`config.mk`:
```
export PLATFORM = sky130hd
export DESIGN_NAME = ust_transmitter
export DESIGN_NICKNAME = d
export VERILOG_FILES = /design/src/rtl/ust_pkg.sv /design/src/rtl/ust_transmitter.sv
export SDC_FILE = /design/constraint.sdc
export NUM_CORES = 1
export LEC_CHECK = 0
export BUFFER_PORTS_ARGS = -buffer_cell sky130_fd_sc_hd__buf_2
export CORE_MARGIN = 4
export CORE_UTILIZATION = 35
export CTS_CLUSTER_SIZE = 14
export DETAILED_ROUTE_END_ITERATION = 10
export SYNTH_ARGS = -nofsm -noshare
export SYNTH_HDL_FRONTEND = slang
export SYNTH_SLANG_ARGS = --single-unit
```
`constraint.sdc`:
```
create_clock -name clock_in -period 2.5 [get_ports clock_in]
set_input_delay 0.125 -clock clock_in [delete_from_list [all_inputs] [get_ports clock_in]]
set_output_delay 0.125 -clock clock_in [all_outputs]
set_load 0.02 [all_outputs]
```
`src/rtl/ust_pkg.sv`:
```
// Package of constants and types for the serial transmit block
package ust_pkg;
	// Register indices; the byte address is four times the index
	localparam logic [7:0] IDX_INTERRUPT_CONTROL = 8'h0B;
	localparam logic [7:0] IDX_PERIPHERAL_FLAGS_1 = 8'h0C;
	localparam logic [7:0] IDX_RECEIVE_CONTROL = 8'h18;
	localparam logic [7:0] IDX_TRANSMIT_HOLDING = 8'h19;
	localparam logic [7:0] IDX_PERIPHERAL_ENABLES_1 = 8'h8C;
	localparam logic [7:0] IDX_TRANSMIT_CONTROL = 8'h98;
	localparam logic [7:0] IDX_BAUD_DIVISOR = 8'h99;
	localparam int ADDR_W = 12;
	// Reset values
	localparam logic [7:0] RST_INTERRUPT_CONTROL = 8'h00;
	localparam logic [7:0] RST_PERIPHERAL_FLAGS_1 = 8'h00;
	localparam logic [7:0] RST_RECEIVE_CONTROL = 8'h00;
	localparam logic [7:0] RST_TRANSMIT_HOLDING = 8'h00;
	localparam logic [7:0] RST_PERIPHERAL_ENABLES_1 = 8'h00;
	localparam logic [7:0] RST_TRANSMIT_CONTROL = 8'h02;
	localparam logic [7:0] RST_BAUD_DIVISOR = 8'h00;
	// Field positions
	localparam int BIT_GLOBAL_IRQ_EN = 7;
	localparam int BIT_PERIPH_IRQ_EN = 6;
	localparam int BIT_TX_EMPTY_FLAG = 4;
	localparam int BIT_TX_EMPTY_IRQ_EN = 4;
	localparam int BIT_PORT_ENABLE = 7;
	localparam int BIT_SINGLE_RX_EN = 5;
	localparam int BIT_CONTINUOUS_RX_EN = 4;
	localparam int BIT_CLOCK_SOURCE_SEL = 7;
	localparam int BIT_NINE_BIT_TX = 6;
	localparam int BIT_TX_ENABLE = 5;
	localparam int BIT_SYNC_SEL = 4;
	localparam int BIT_UNUSED_TXC = 3;
	localparam int BIT_HIGH_SPEED_SEL = 2;
	localparam int BIT_SHIFTER_EMPTY = 1;
	localparam int BIT_TX_NINTH_BIT = 0;
	// Baud clock periods per bit: last count of the sub-bit counter
	localparam logic [5:0] SUB_LAST_HIGH_SPEED = 6'h0F;
	localparam logic [5:0] SUB_LAST_LOW_SPEED = 6'h3F;
	// Index of the last data bit for eight and nine bit frames
	localparam logic [3:0] LAST_BIT_EIGHT = 4'h7;
	localparam logic [3:0] LAST_BIT_NINE = 4'h8;
	typedef enum logic [2:0] {
		PH_IDLE,
		PH_WAIT,
		PH_START,
		PH_DATA,
		PH_STOP
	} ust_phase_type;
	typedef struct packed {
		ust_phase_type phase;
		logic [8:0] shifter;
		logic [3:0] bit_cnt;
		logic [7:0] brg_cnt;
		logic [5:0] sub_cnt;
		logic ck_prev;
		logic [7:0] hold;
		logic hold_full;
		logic empty_flag;
		logic [7:0] interrupt_control;
		logic [7:0] pflags;
		logic [7:0] receive_control;
		logic [7:0] pie;
		logic [7:0] transmit_control;
		logic [7:0] divisor;
		logic pready;
		logic pslverr;
		logic [31:0] prdata;
		logic tx_pin;
		logic tx_oe_n;
		logic dt_pin;
		logic dt_oe_n;
		logic irq;
		logic wake;
	} ust_state_type;
endpackage : ust_pkg

```
`src/rtl/ust_transmitter.sv`:
```
// Serial port transmit path with APB register access
`timescale 1ns/10ps
`default_nettype none

module ust_transmitter (
	input wire logic clock_in,
	input wire logic srst_in,
	input wire logic ce_in,
	input wire logic sleep_in,
	input wire logic psel_in,
	input wire logic penable_in,
	input wire logic pwrite_in,
	input wire logic [ust_pkg::ADDR_W-1:0] paddr_in,
	input wire logic [31:0] pwdata_in,
	output logic [31:0] prdata_out,
	output logic pready_out,
	output logic pslverr_out,
	input wire logic tx_pin_in,
	output logic tx_pin_out,
	output logic tx_pin_oe_n_out,
	output logic dt_pin_out,
	output logic dt_pin_oe_n_out,
	output logic irq_out,
	output logic wake_out
);
	import ust_pkg::*;

	ust_state_type cur;
	ust_state_type nxt;

	// Word-aligned address match against a register index
	function automatic logic reg_hit(input logic [ADDR_W-1:0] addr, input logic [7:0] idx);
		reg_hit = (addr[1:0] == 2'h0) && (addr[ADDR_W-1:2] == {2'h0, idx});
	endfunction : reg_hit

	always_comb begin
		logic setup;
		logic wr_done;
		logic mapped;
		logic [7:0] rd_byte;
		logic async_run;
		logic slave_run;
		logic tx_active;
		logic bit_tick;
		logic ck_fall;
		logic hold_wr;
		logic en_rise;
		logic load;
		logic [3:0] last_bit;
		setup = 1'b0;
		wr_done = 1'b0;
		mapped = 1'b0;
		rd_byte = 8'h00;
		async_run = 1'b0;
		slave_run = 1'b0;
		tx_active = 1'b0;
		bit_tick = 1'b0;
		ck_fall = 1'b0;
		hold_wr = 1'b0;
		en_rise = 1'b0;
		load = 1'b0;
		last_bit = LAST_BIT_EIGHT;
		nxt = cur;

		// Bus decode
		setup = psel_in && !penable_in;
		wr_done = psel_in && penable_in && cur.pready && pwrite_in;
		mapped = reg_hit(paddr_in, IDX_INTERRUPT_CONTROL) ||
			reg_hit(paddr_in, IDX_PERIPHERAL_FLAGS_1) ||
			reg_hit(paddr_in, IDX_RECEIVE_CONTROL) ||
			reg_hit(paddr_in, IDX_TRANSMIT_HOLDING) ||
			reg_hit(paddr_in, IDX_PERIPHERAL_ENABLES_1) ||
			reg_hit(paddr_in, IDX_TRANSMIT_CONTROL) ||
			reg_hit(paddr_in, IDX_BAUD_DIVISOR);
		if (reg_hit(paddr_in, IDX_INTERRUPT_CONTROL)) begin
			rd_byte = cur.interrupt_control;
		end else if (reg_hit(paddr_in, IDX_PERIPHERAL_FLAGS_1)) begin
			rd_byte = cur.pflags;
			rd_byte[BIT_TX_EMPTY_FLAG] = cur.empty_flag;
		end else if (reg_hit(paddr_in, IDX_RECEIVE_CONTROL)) begin
			rd_byte = cur.receive_control;
		end else if (reg_hit(paddr_in, IDX_TRANSMIT_HOLDING)) begin
			rd_byte = cur.hold;
		end else if (reg_hit(paddr_in, IDX_PERIPHERAL_ENABLES_1)) begin
			rd_byte = cur.pie;
		end else if (reg_hit(paddr_in, IDX_TRANSMIT_CONTROL)) begin
			rd_byte = cur.transmit_control;
			rd_byte[BIT_UNUSED_TXC] = 1'b0;
			rd_byte[BIT_SHIFTER_EMPTY] = (cur.phase == PH_IDLE);
		end else if (reg_hit(paddr_in, IDX_BAUD_DIVISOR)) begin
			rd_byte = cur.divisor;
		end
		// Answer comes one cycle after setup; zero wait states
		nxt.pready = setup;
		if (setup) begin
			nxt.prdata = {24'h000000, rd_byte};
			nxt.pslverr = !mapped;
		end else begin
			nxt.pslverr = 1'b0;
		end

		if (wr_done && mapped) begin
			if (reg_hit(paddr_in, IDX_INTERRUPT_CONTROL)) begin
				nxt.interrupt_control = pwdata_in[7:0];
			end
			if (reg_hit(paddr_in, IDX_PERIPHERAL_FLAGS_1)) begin
				nxt.pflags = pwdata_in[7:0];
				nxt.pflags[BIT_TX_EMPTY_FLAG] = 1'b0;
			end
			if (reg_hit(paddr_in, IDX_RECEIVE_CONTROL)) begin
				nxt.receive_control = pwdata_in[7:0];
			end
			if (reg_hit(paddr_in, IDX_TRANSMIT_HOLDING)) begin
				hold_wr = 1'b1;
			end
			if (reg_hit(paddr_in, IDX_PERIPHERAL_ENABLES_1)) begin
				nxt.pie = pwdata_in[7:0];
			end
			if (reg_hit(paddr_in, IDX_TRANSMIT_CONTROL)) begin
				nxt.transmit_control = pwdata_in[7:0];
				nxt.transmit_control[BIT_UNUSED_TXC] = 1'b0;
				nxt.transmit_control[BIT_SHIFTER_EMPTY] = 1'b0;
				en_rise = pwdata_in[BIT_TX_ENABLE] && !cur.transmit_control[BIT_TX_ENABLE];
			end
			if (reg_hit(paddr_in, IDX_BAUD_DIVISOR)) begin
				nxt.divisor = pwdata_in[7:0];
			end
		end

		// Mode selection uses the settled register values
		tx_active = cur.receive_control[BIT_PORT_ENABLE] && cur.transmit_control[BIT_TX_ENABLE];
		// async when sync clear, frozen in sleep
		async_run = tx_active && !cur.transmit_control[BIT_SYNC_SEL] && !sleep_in;
		// slave runs from external clock even asleep
		slave_run = tx_active && cur.transmit_control[BIT_SYNC_SEL] && !cur.transmit_control[BIT_CLOCK_SOURCE_SEL];
		last_bit = cur.transmit_control[BIT_NINE_BIT_TX] ? LAST_BIT_NINE : LAST_BIT_EIGHT;

		// divisor counter and x16 or x64 sub-bit counter
		if (async_run) begin
			if (cur.brg_cnt == 8'h00) begin
				nxt.brg_cnt = cur.divisor;
				if (cur.sub_cnt == (cur.transmit_control[BIT_HIGH_SPEED_SEL] ?
					SUB_LAST_HIGH_SPEED : SUB_LAST_LOW_SPEED)) begin
					nxt.sub_cnt = 6'h00;
					bit_tick = 1'b1;
				end else begin
					nxt.sub_cnt = cur.sub_cnt + 6'h01;
				end
			end else begin
				nxt.brg_cnt = cur.brg_cnt - 8'h01;
			end
		end else if (!tx_active) begin
			nxt.brg_cnt = 8'h00;
			nxt.sub_cnt = 6'h00;
		end

		// slave shifts on falling clock edge
		nxt.ck_prev = tx_pin_in;
		ck_fall = cur.ck_prev && !tx_pin_in;

		if (!tx_active) begin
			nxt.phase = PH_IDLE;
			nxt.bit_cnt = 4'h0;
		end else begin
			case (cur.phase)
				PH_IDLE: begin
					// load at once when shifter empty
					// A same-cycle write defers the load one cycle so the empty flag is not set while the buffer is full
					if (cur.hold_full && !hold_wr && (async_run || slave_run)) begin
						load = 1'b1;
						nxt.shifter = {cur.transmit_control[BIT_TX_NINTH_BIT], cur.hold};
						nxt.bit_cnt = 4'h0;
						// slave starts at first data bit
						nxt.phase = slave_run ? PH_DATA : PH_WAIT;
					end
				end
				PH_WAIT: begin
					// start waits for a shift clock
					if (bit_tick) begin
						nxt.phase = PH_START;
					end
				end
				PH_START: begin
					if (bit_tick) begin
						nxt.phase = PH_DATA;
					end
				end
				PH_DATA: begin
					if ((async_run && bit_tick) || (slave_run && ck_fall)) begin
						nxt.shifter = {1'b0, cur.shifter[8:1]};
						nxt.bit_cnt = cur.bit_cnt + 4'h1;
						if (cur.bit_cnt == last_bit) begin
							nxt.phase = slave_run ? PH_IDLE : PH_STOP;
						end
					end
				end
				PH_STOP: begin
					// one stop bit, then free for reload
					if (bit_tick) begin
						nxt.phase = PH_IDLE;
					end
				end
				default: begin
					nxt.phase = PH_IDLE;
				end
			endcase
		end

		// move empties buffer in one cycle
		if (load) begin
			nxt.hold_full = 1'b0;
		end
		if (hold_wr) begin
			// ninth bit is taken from control at load time
			nxt.hold = pwdata_in[7:0];
			nxt.hold_full = 1'b1;
		end
		// cleared only by a holding write
		if (hold_wr) begin
			nxt.empty_flag = 1'b0;
		end
		// flag set on move or enable
		if (load || en_rise) begin
			nxt.empty_flag = 1'b1;
		end

		// wake ignores global enable; vector needs both enables
		nxt.wake = nxt.empty_flag && nxt.pie[BIT_TX_EMPTY_IRQ_EN];
		nxt.irq = nxt.wake && nxt.interrupt_control[BIT_GLOBAL_IRQ_EN] &&
			nxt.interrupt_control[BIT_PERIPH_IRQ_EN];

		// Pin drive from the next state keeps outputs flop-direct
		nxt.tx_pin = 1'b1;
		nxt.tx_oe_n = 1'b1;
		nxt.dt_pin = 1'b1;
		nxt.dt_oe_n = 1'b1;
		if (nxt.receive_control[BIT_PORT_ENABLE] && nxt.transmit_control[BIT_TX_ENABLE]) begin
			if (!nxt.transmit_control[BIT_SYNC_SEL]) begin
				nxt.tx_oe_n = 1'b0;
				nxt.tx_pin = (nxt.phase == PH_START) ? 1'b0 :
					(nxt.phase == PH_DATA) ? nxt.shifter[0] : 1'b1;
			end else if (!nxt.transmit_control[BIT_CLOCK_SOURCE_SEL]) begin
				// clock pin stays an input in slave mode
				nxt.dt_oe_n = 1'b0;
				nxt.dt_pin = (nxt.phase == PH_DATA) ? nxt.shifter[0] : 1'b1;
			end
		end
	end

	always_ff @(posedge clock_in) begin
		if (srst_in) begin
			cur <= '0;
			cur.interrupt_control <= RST_INTERRUPT_CONTROL;
			cur.pflags <= RST_PERIPHERAL_FLAGS_1;
			cur.receive_control <= RST_RECEIVE_CONTROL;
			cur.hold <= RST_TRANSMIT_HOLDING;
			cur.pie <= RST_PERIPHERAL_ENABLES_1;
			cur.transmit_control <= RST_TRANSMIT_CONTROL & 8'hFD;
			cur.divisor <= RST_BAUD_DIVISOR;
			cur.tx_pin <= 1'b1;
			cur.tx_oe_n <= 1'b1;
			cur.dt_pin <= 1'b1;
			cur.dt_oe_n <= 1'b1;
			cur.ck_prev <= 1'b1;
		end else if (ce_in) begin
			cur <= nxt;
		end
	end

	assign prdata_out = cur.prdata;
	assign pready_out = cur.pready;
	assign pslverr_out = cur.pslverr;
	assign tx_pin_out = cur.tx_pin;
	assign tx_pin_oe_n_out = cur.tx_oe_n;
	assign dt_pin_out = cur.dt_pin;
	assign dt_pin_oe_n_out = cur.dt_oe_n;
	assign irq_out = cur.irq;
	assign wake_out = cur.wake;
endmodule : ust_transmitter

`default_nettype wire

```
==> results of run 1 <==
## through the flow
stage / util / worst slack, ns / power, mW
floorplan: - / 0.431 / 1.85
global placement: 0.380 / 0.234 / 1.89
detailed placement: 0.380 / 0.203 / 1.89
CTS: 0.402 / 0.228 / 3.39
global route: 0.402 / 0.0344 / 3.48
finish: 0.402 / 0.209 / 3.36
## registers in the layout (all words and copies together), names as in the netlist
signal	count
tx_pin_out	1
wake_out	1
irq_out	1
pslverr_out	1
dt_pin_oe_n_out	1
cur	86
prdata_out	8
pready_out	1
dt_pin_out	1
tx_pin_oe_n_out	1
## report_power, final
| group | total [mW] | internal, mW | leakage [nW] | switching, mW |
|---|---|---|---|---|
| registers | 1.64 | 1.64 | 0.824 | 0.00866 |
| clock network | 1.51 | 0.836 | 0.161 | 0.670 |
| logic | 0.213 | 0.0553 | 1.34 | 0.157 |
## kinds of logic after synthesis
kind of cell	after synthesis
multiplexers	43
buffers and inverters	85
flip-flops	102
other	1
XOR/XNOR	3
adder cells (fa/ha/maj)	4
AND/OR/NAND/NOR	255
AO/OA/AOI/OAI	145
## placed cells by master, fill, tap and decap left out, drive strengths merged, types with 4 or more instances in the layout
master and n:
nor3b 5, a22o 7, o2bb2ai 5, clkbuf 10, and3 11, a221o 5
buf 66, nor3 10, ha 4, inv 19, a21oi 43, a31oi 5
nor2b 6, a311oi 4, o21ai 23, mux2i 42, a22oi 15, nand4 8
nand3 36, a211oi 12, nand2 63, conb 24, nor2 87, dfxtp 102
a221oi 7, nor4 7
## per-layer routing
metal / vias up / wire, um
met4: 0 / 117
met2: 145 / 6410
met5: - / 0
met3: 13 / 765
li1: 2294 / -
met1: 2147 / 6400
## layout make-up
cell class              count  area (um^2)  area share
clock buffers              10          239      0.0406
clock inverters             6         83.8      0.0142
inverters                  14         52.6     0.00892
multi-input cells         474         2860       0.485
flip-flops and latches    102         2040       0.346
well taps                 184          230      0.0391
repair buffers             66          388      0.0658
## worst min-delay path, cell delays in order
cell     delay, ns
buf_2         0.10
mux2i_1       0.06
nand2_1       0.06
## worst min path at each step
stage,to,slack [ns],cells after the start
4_1_cts,cur[98],0.03,3
6_report,cur[98],0.03,3
2_1_floorplan,cur[98],0.25,2
3_5_place_dp,cur[98],0.38,3
5_1_grt,cur[98],0.04,3
3_3_place_gp,cur[98],0.37,3
==> reports/qor.txt, run 1 <==
Worst-Skew Late Latency -> 0.35 ns
Worst path depth -> 7
Synthesized cell area -> 0.00527 mm^2
Sequential area share after synthesis -> 0.387
Post-Synth Adder-Cell Area -> 0.00949
Max_cap viols -> 0
Setup TNS -> 0 ns
Final setup viols -> 0
Die height -> 131 um
First-pass GRT wire length -> 22.1 mm
Synth Area in Simple Gates -> 0.239
Synth Instances -> 638
Power per cell area -> 571 mW/mm^2
Initial antenna violation count -> 0
Total die area -> 0.0171 mm^2
YS warnings -> 0
Crit-path slowest cell -> dfxtp_1
Worst Hold Slack -> 0.0281 ns
Routed len/inst -> 16.0 um
Most common cell in the synthesized netlist -> dfxtp_1
Worst Path Buf+Inv -> 0
Main flop type after synthesis -> dfxtp_1
Root Buffer -> clkbuf_16
Most Frequent Cell on Critical Path -> nand2_1
Worst R2R End -> tx_pin_out
Layout cells sized above 1 -> 0.141
Final wirelength -> 13.7 mm
Layout filler cell count -> 1,481
Grt met1 use -> 0.224
Final hold violation count -> 0
Sequence of cells on the critical path -> nor2b_1 > o211a_1 > and3_1 > nand2_1 > a311oi_2 > o221a_1 > nand2_1
Status -> complete, no violations
Largest family of logic cells by synthesized area -> simple AND/OR/NAND/NOR gates
CTS max path bufs -> 2
Critical path class -> reg2reg
Top cell type by total area after synthesis -> dfxtp_1
Startpoint types -> register
GR peak layer -> met2
Setup bufs post-CTS -> 0
Max Fclk -> 0.436 GHz
FF-to-FF path depth -> 7
Top Family by Delay on Critical Path -> compound AO/OA/AOI/OAI gates
# rows -> 44
R2R Path Start -> cur[52]
Yosys reg bits -> 102
Clock Skew -> 0.00880 ns
Remaining global-route overflow -> 0
Via/cell ratio -> 5.37
Die width -> 131 um
Drt pass-1 iters -> 6
CP required -> 2.73 ns
TritonCTS clock tree -> yes
Post-Layout Cell Count -> 856
Hold Crit Class -> in2reg
Initial Util -> 0.360
Met3 GRT Util -> 0.0301
Critical path peak fanout -> 6
Pleak -> 2.32 nW
Syn Area/Cell -> 8.27 um^2
Post-route cell area -> 0.00589 mm^2
Fin crit share -> 0.916
Detail Placement HPWL -> 10.0 mm
Layout net count -> 723
Post-route ant nets -> 0
Initial DRC Count -> 423
Area Growth Syn to Fin -> 11.7%
Crit path DAT -> 2.52 ns
Worst Setup SP -> cur[52]
Core area -> 0.0146 mm^2
Yosys cell types -> 68
N_diodes -> 0
CTS resizes -> 0
Post-route DRC -> 0
Hold path startpoint -> tx_pin_in
Slew HR -> 0.625
Post-synthesis mux area share -> 0.0819
Largest net degree at the start of global routing -> 52
GP Congestion -> 0.884
RSZ-0062 raised after global routing -> no
Port Buffers -> 43
CP peak stage delay -> 0.45 ns
Number of slew-limit violations in the final report -> 0
Vias -> 4,599
Grt met2 use -> 0.262
Inst Count DP -> 840
Synth top area share -> 0.387
Clock sinks -> 102
Share of flip-flops with an asynchronous set or reset -> 0
Min Tclk post-route -> 2.29 ns
Placement Cell Area -> 0.00557 mm^2
Most common library cells after synthesis -> 102 x dfxtp_1, 86 x nor2_1, 63 x nand2_1
Post-synth EDFFs -> 0
Area contributors post-synth -> dfxtp_1 39%, mux2i_1 8.0%, nor2_1 6.1%
TritonCTS Buffers -> 9
Number of global-route vias before repair -> 4,281
Worst setup path endpoint -> tx_pin_out
H-Tree Depth -> 3
CTS Hold Bufs -> 0
R2R Setup Slk -> 0.21 ns
Compound-Gate Fraction of Synth Area -> 0.190
Synth Area in XOR/XNOR -> 0.00498
Tot GR Track Use -> 0.161
Max IR drop VDD -> 0.349 mV
Worst-margin pin slew -> 0.557 ns
Worst-path clk slew -> 0.07 ns
Ports -> 92
CP endpoint kind -> register
(Power assumes the default switching activity.)
==> inputs of run 2 (changes only) <==
--- a/config.mk
+++ b/config.mk
@@ -6,10 +6,13 @@
 export NUM_CORES = 1
 export LEC_CHECK = 0
 export BUFFER_PORTS_ARGS = -buffer_cell sky130_fd_sc_hd__buf_2
+export CELL_PAD_IN_SITES_DETAIL_PLACEMENT = 1
+export CELL_PAD_IN_SITES_GLOBAL_PLACEMENT = 1
 export CORE_MARGIN = 4
 export CORE_UTILIZATION = 35
 export CTS_CLUSTER_SIZE = 14
 export DETAILED_ROUTE_END_ITERATION = 10
+export PLACE_DENSITY_LB_ADDON = 0.1
 export SYNTH_ARGS = -nofsm -noshare
 export SYNTH_HDL_FRONTEND = slang
 export SYNTH_SLANG_ARGS = --single-unit
==> run 2 against run 1 <==
Against the previous run: design area grew 0.81%; non-clock buffer count up 6; critical path depth is 1 higher; utilization is 0.32 points higher; via count rose by 2.3%; critical path type unchanged.
==> reports/qor.txt, run 2 (synthesis results as in run 1) <==
Status -> complete, no violations
Fin crit share -> 0.924
Number of slew-limit violations in the final report -> 0
Die height -> 131 um
Total power -> 3.36 mW
Sequence of cells on the critical path -> ha_1 > and3_1 > o21ai_1 > or3_4 > a2bb2oi_1 > a311oi_2 > o221a_1 > nand2_1
Layout filler cell count -> 1,781
Root Buffer -> clkbuf_16
Hold Crit Class -> in2reg
Worst-margin pin slew -> 0.611 ns
Tot GR Track Use -> 0.197
Detail Placement HPWL -> 12.2 mm
Routed len/inst -> 19.3 um
Worst-Skew Late Latency -> 0.36 ns
Layout cells sized above 1 -> 0.149
N_diodes -> 0
Most frequent cells in the layout -> 102 x dfxtp_1, 86 x nor2_1, 63 x nand2_1, 43 x a21oi_1, 43 x buf_2
Drt pass-1 iters -> 5
Initial Util -> 0.360
H-Tree Depth -> 3
First-pass GRT wire length -> 26.1 mm
Total die area -> 0.0171 mm^2
CP required -> 2.74 ns
Post-Layout Cell Count -> 862
Max reg flops -> 86
Ports -> 92
Setup TNS -> 0 ns
Largest net degree at the start of global routing -> 68
Max_cap viols -> 0
Core area -> 0.0146 mm^2
Startpoint types -> register
Crit-path slowest cell -> or3_4
Max layer used -> met4
CP endpoint kind -> register
Share of the core filled with cells -> 0.406
Met3 wire len -> 532 um
Max IR drop VDD -> 0.326 mV
Post-Place Setup Slack -> 0.163 ns
Final wirelength -> 16.6 mm
Post-route cell area -> 0.00594 mm^2
Area Growth Syn to Fin -> 12.6%
Final setup viols -> 0
TritonCTS clock tree -> yes
Most flop-heavy register -> cur
Min Tclk post-route -> 2.31 ns
Clock Skew -> 0.00852 ns
Power per cell area -> 566 mW/mm^2
Die width -> 131 um
# rows -> 44
Crit path DAT -> 2.55 ns
Port Buffers -> 43
Vias -> 4,704
Remaining global-route overflow -> 0
Via/cell ratio -> 5.46
Worst Hold Slack -> 0.0880 ns
Number of global-route vias before repair -> 4,750
GP Congestion -> 0.845
Placement Cell Area -> 0.00562 mm^2
Inst Count DP -> 845
Initial antenna violation count -> 0
Setup slack after layout -> 0.191 ns
Worst-path clk slew -> 0.07 ns
Post-route ant nets -> 0
Routed wl met2 -> 7.95 mm
Final hold violation count -> 0
Pleak -> 2.35 nW
Critical path peak fanout -> 5
Critical path class -> reg2reg
Max Fclk -> 0.433 GHz
Slew HR -> 0.587
DRT met1 WL -> 7.85 mm
CP peak stage delay -> 0.46 ns
Initial DRC Count -> 290
TritonCTS Buffers -> 9
Most common cell after layout, fill and taps aside -> dfxtp_1
Clock sinks -> 102
RSZ-0062 raised after global routing -> no
CTS max path bufs -> 2
Layout net count -> 729
Post-route DRC -> 0
## run 2: cell type report
class	instances	area, um^2	area share
Timing Repair Buffer	72	448	0.0754
Sequential cell	102	2040	0.344
Clock inverter	6	66.3	0.0112
Tap cell	184	230	0.0388
Clock buffer	10	239	0.0402
Inverter	14	52.6	0.00885
Multi-Input combinational cell	474	2860	0.482
## run 2: worst paths after layout
kind	endpoint	startpoint	slack (ns)	cells after the start
worst min register to register	dt_pin_oe_n_out	dt_pin_oe_n_out	0.45	2
worst min-delay path	cur[75]	pwdata_in[3]	0.09	3
worst max-delay path	tx_pin_out	cur[99]	0.19	8
worst max register to register	tx_pin_out	cur[99]	0.19	8
## run 2: worst max-delay path: cells and delay by family, from the launching register on
family,cells,cell delay [ns]
compound gates,4,0.88
simple gates,3,0.71
flops,1,0.38
fa+ha+maj,1,0.21
## run 2: power breakdown
group	internal, mW	total, mW	switching (mW)
registers	1.64	1.64	0.00935
logic	0.0624	0.230	0.168
clock network	0.812	1.49	0.673
## run 2: layer usage
| layer | GRT usage | up-vias |
|---|---|---|
| li1 | - | 2310 |
| met1 | 0.259 | 2305 |
| met2 | 0.333 | 68 |
| met3 | 0.0407 | 21 |
| met4 | 0.0490 | 0 |
| met5 | 0 | - |
## run 2: repair_timing
| action | CTS | global route |
|---|---|---|
| resized for setup | 0 | 1 |
| buffers inserted | 0 | 0 |
| endpoints found under the hold margin | 1 | 0 |
| endpoints found under the setup margin | 0 | 2 |
| hold buffers | 1 | 0 |
==> inputs of run 3 (changes only) <==
--- a/config.mk
+++ b/config.mk
@@ -5,9 +5,11 @@
 export SDC_FILE = /design/constraint.sdc
 export NUM_CORES = 1
 export LEC_CHECK = 0
+export ABC_AREA = 1
 export BUFFER_PORTS_ARGS = -buffer_cell sky130_fd_sc_hd__buf_2
 export CELL_PAD_IN_SITES_DETAIL_PLACEMENT = 1
 export CELL_PAD_IN_SITES_GLOBAL_PLACEMENT = 1
+export CORE_ASPECT_RATIO = 1.4
 export CORE_MARGIN = 4
 export CORE_UTILIZATION = 35
 export CTS_CLUSTER_SIZE = 14
==> run 3 against run 2 <==
Against the previous run: maximum frequency is 2.1% higher; flip-flop and latch count unchanged; sequential power about the same; largest cell class unchanged; synthesized cell count increased by 27%; critical path depth rose by 4; setup slack improved by 0.048 ns; routed wire length increased by 7.9%; synthesized area increased by 9.7%; first-iteration DRC count down 34%; die area is 9.2% higher; final cell count increased by 22%; clock power decreased by 4%.
==> reports/qor.txt, run 3 <==
Status -> complete, no violations
Max Fclk -> 0.442 GHz
Post-synth EDFFs -> 0
Sequential Power Share -> 0.490
Critical path peak fanout -> 13
Layout filler cell count -> 2,079
Worst-Skew Late Latency -> 0.37 ns
Min Tclk post-route -> 2.26 ns
Area contributors post-synth -> dfxtp_1 35%, nand2_1 8.8%, inv_1 7.8%
H-Tree Depth -> 3
Layout net count -> 901
Routed len/inst -> 17.1 um
RSZ-0062 raised after global routing -> no
Final setup viols -> 0
Worst-path clk slew -> 0.08 ns
# rows -> 55
Worst setup path endpoint -> cur[104]
Max reg flops -> 86
Most flop-heavy register -> cur
Sequential area share after synthesis -> 0.353
N_diodes -> 0
GP Congestion -> 0.852
Worst R2R End -> cur[104]
Layout cells sized above 1 -> 0.165
Setup TNS -> 0 ns
Detail Placement HPWL -> 13.8 mm
Pleak -> 2.73 nW
Die height -> 160 um
Synth top area share -> 0.353
Final wirelength -> 17.9 mm
Power per cell area -> 533 mW/mm^2
Worst Hold Slack -> 0.0142 ns
Most common library cells after synthesis -> 136 x nand2_1, 120 x inv_1, 102 x dfxtp_1
FF-to-FF path depth -> 12
CTS max path bufs -> 2
Max IR drop VDD -> 0.291 mV
Initial antenna violation count -> 0
Yosys cell types -> 53
Initial Util -> 0.358
Hold Crit Class -> in2reg
Worst Setup SP -> cur[105]
Fin crit share -> 0.904
NetSw -> 971 uW
Clock Skew -> 0.0145 ns
Max_cap viols -> 0
Final hold violation count -> 0
Port Buffers -> 43
Synthesized cell area -> 0.00578 mm^2
TritonCTS Buffers -> 9
Yosys reg bits -> 102
Share of flip-flops with an asynchronous set or reset -> 0
Comb pwr share -> 0.087
Total die area -> 0.0187 mm^2
Initial DRC Count -> 192
Synth Instances -> 811
YS warnings -> 0
Vias -> 5,303
Crit path DAT -> 2.55 ns
Area Growth Syn to Fin -> 9.93%
Remaining global-route overflow -> 0
Drt pass-1 iters -> 4
Tot GR Track Use -> 0.199
CTS Hold Bufs -> 0
Root Buffer -> clkbuf_16
R2R Setup Slk -> 0.24 ns
Clk pwr share -> 0.423
Number of global-route vias before repair -> 5,511
CP required -> 2.79 ns
Clock sinks -> 102
Post-route ant nets -> 0
Sw Ratio -> 0.287
Top cell type by total area after synthesis -> dfxtp_1
R2R Path Start -> cur[105]
Largest net degree at the start of global routing -> 55
CP endpoint kind -> register
Int Pwr -> 2.42 mW
Ports -> 92
Main flop type after synthesis -> dfxtp_1
Most frequent cells in the layout -> 135 x nand2_1, 120 x inv_1, 102 x dfxtp_1, 88 x a21oi_1, 66 x nor2_1
Via/cell ratio -> 5.06
Critical path class -> reg2reg
Number of slew-limit violations in the final report -> 0
Worst-margin pin slew -> 0.766 ns
TritonCTS clock tree -> yes
First-pass GRT wire length -> 28.9 mm
Die width -> 117 um
Startpoint types -> register
Post-route DRC -> 0
Syn Area/Cell -> 7.13 um^2
Slew HR -> 0.489
Most common cell after layout, fill and taps aside -> nand2_1
Most common cell in the synthesized netlist -> nand2_1
Core area -> 0.0162 mm^2
==> run 3: cell count changes in the layout (fill, tap and decap cells not counted), sizes merged, moves of 7 or more <==
cell,before,now
a21oi,43,92
o21ai,23,75
and3,11,1
a22o,7,0
a211oi,12,19
mux2i,42,0
buf,71,58
nand2,63,150
inv,17,127
o22ai,0,17
nor2,87,80
a22oi,15,0
==> run 3: worst min-delay path by stage <==
stage | start | endpoint | slack (ns) | cells after the start
after detailed placement | tx_pin_in | cur[98] | 0.39 | 3
final | tx_pin_in | cur[98] | 0.01 | 3
after global placement | tx_pin_in | cur[98] | 0.36 | 3
after CTS | tx_pin_in | cur[98] | 0.01 | 3
after floorplan | tx_pin_in | cur[98] | 0.25 | 2
after global routing | tx_pin_in | cur[98] | 0.04 | 3
==> run 3: cells by family after synthesis <==
logic type      synth area share
fa+ha+maj                0.00865
simple gates               0.257
compound gates             0.221
xor+xnor                 0.00757
flops                      0.353
buf+inv                    0.151
other cells             0.000648
==> run 3: metal layers <==
| layer | vias to the layer above | GRT usage | part of all wire |
|---|---|---|---|
| met4 | 0 | 0.0897 | 0.038 |
| li1 | 2659 | - | - |
| met2 | 95 | 0.357 | 0.52 |
| met3 | 36 | 0.0281 | 0.026 |
| met1 | 2513 | 0.229 | 0.41 |
| met5 | - | 0 | 0 |
==> run 3: metrics by stage <==
step	util	cell area, um^2	total power [mW]	worst slack, ns	std cells
floorplan	-	5870	1.92	0.660	834
global placement	0.375	6060	1.98	0.257	1033
detailed placement	0.375	6060	2.00	0.155	1033
CTS	0.393	6350	3.43	0.118	1049
global route	0.393	6360	3.52	0.0131	1049
finish	0.393	6360	3.39	0.239	1049
==> run 3: layout make-up <==
class / instances / area, um^2 / area share
inverters: 127 / 489 / 0.0769
multi-input cells: 547 / 2960 / 0.465
repair buffers: 58 / 328 / 0.0516
clock buffers: 9 / 225 / 0.0354
well taps: 199 / 249 / 0.0392
flip-flops and latches: 102 / 2040 / 0.321
clock inverters: 7 / 67.6 / 0.0106
==> run 3: repair_timing <==
item | in CTS | in global routing
endpoints found under the setup margin | 0 | 5
resized for setup | 0 | 2
setup buffers | 0 | 0
==> run 3: power by group through the flow <==
| stage | Combinational (mW) | Clock (mW) | Sequential (mW) |
|---|---|---|---|
| after floorplan | 0.220 | 0 | 1.70 |
| after global placement | 0.288 | 0 | 1.70 |
| after detailed placement | 0.298 | 0 | 1.70 |
| after CTS | 0.300 | 1.47 | 1.66 |
| after global routing | 0.331 | 1.53 | 1.66 |
| final | 0.296 | 1.43 | 1.66 |
==> run 3: critical path, cell delays in order (launching register included) <==
cell     delay (ns)
dfxtp_1        0.36
inv_1          0.09
ha_1           0.20
inv_1          0.05
nor2_1         0.04
nand3_1        0.15
buf_4          0.15
inv_1          0.18
a21oi_2        0.39
inv_1          0.15
o21ai_1        0.10
nand2_1        0.12
nor3_1         0.20
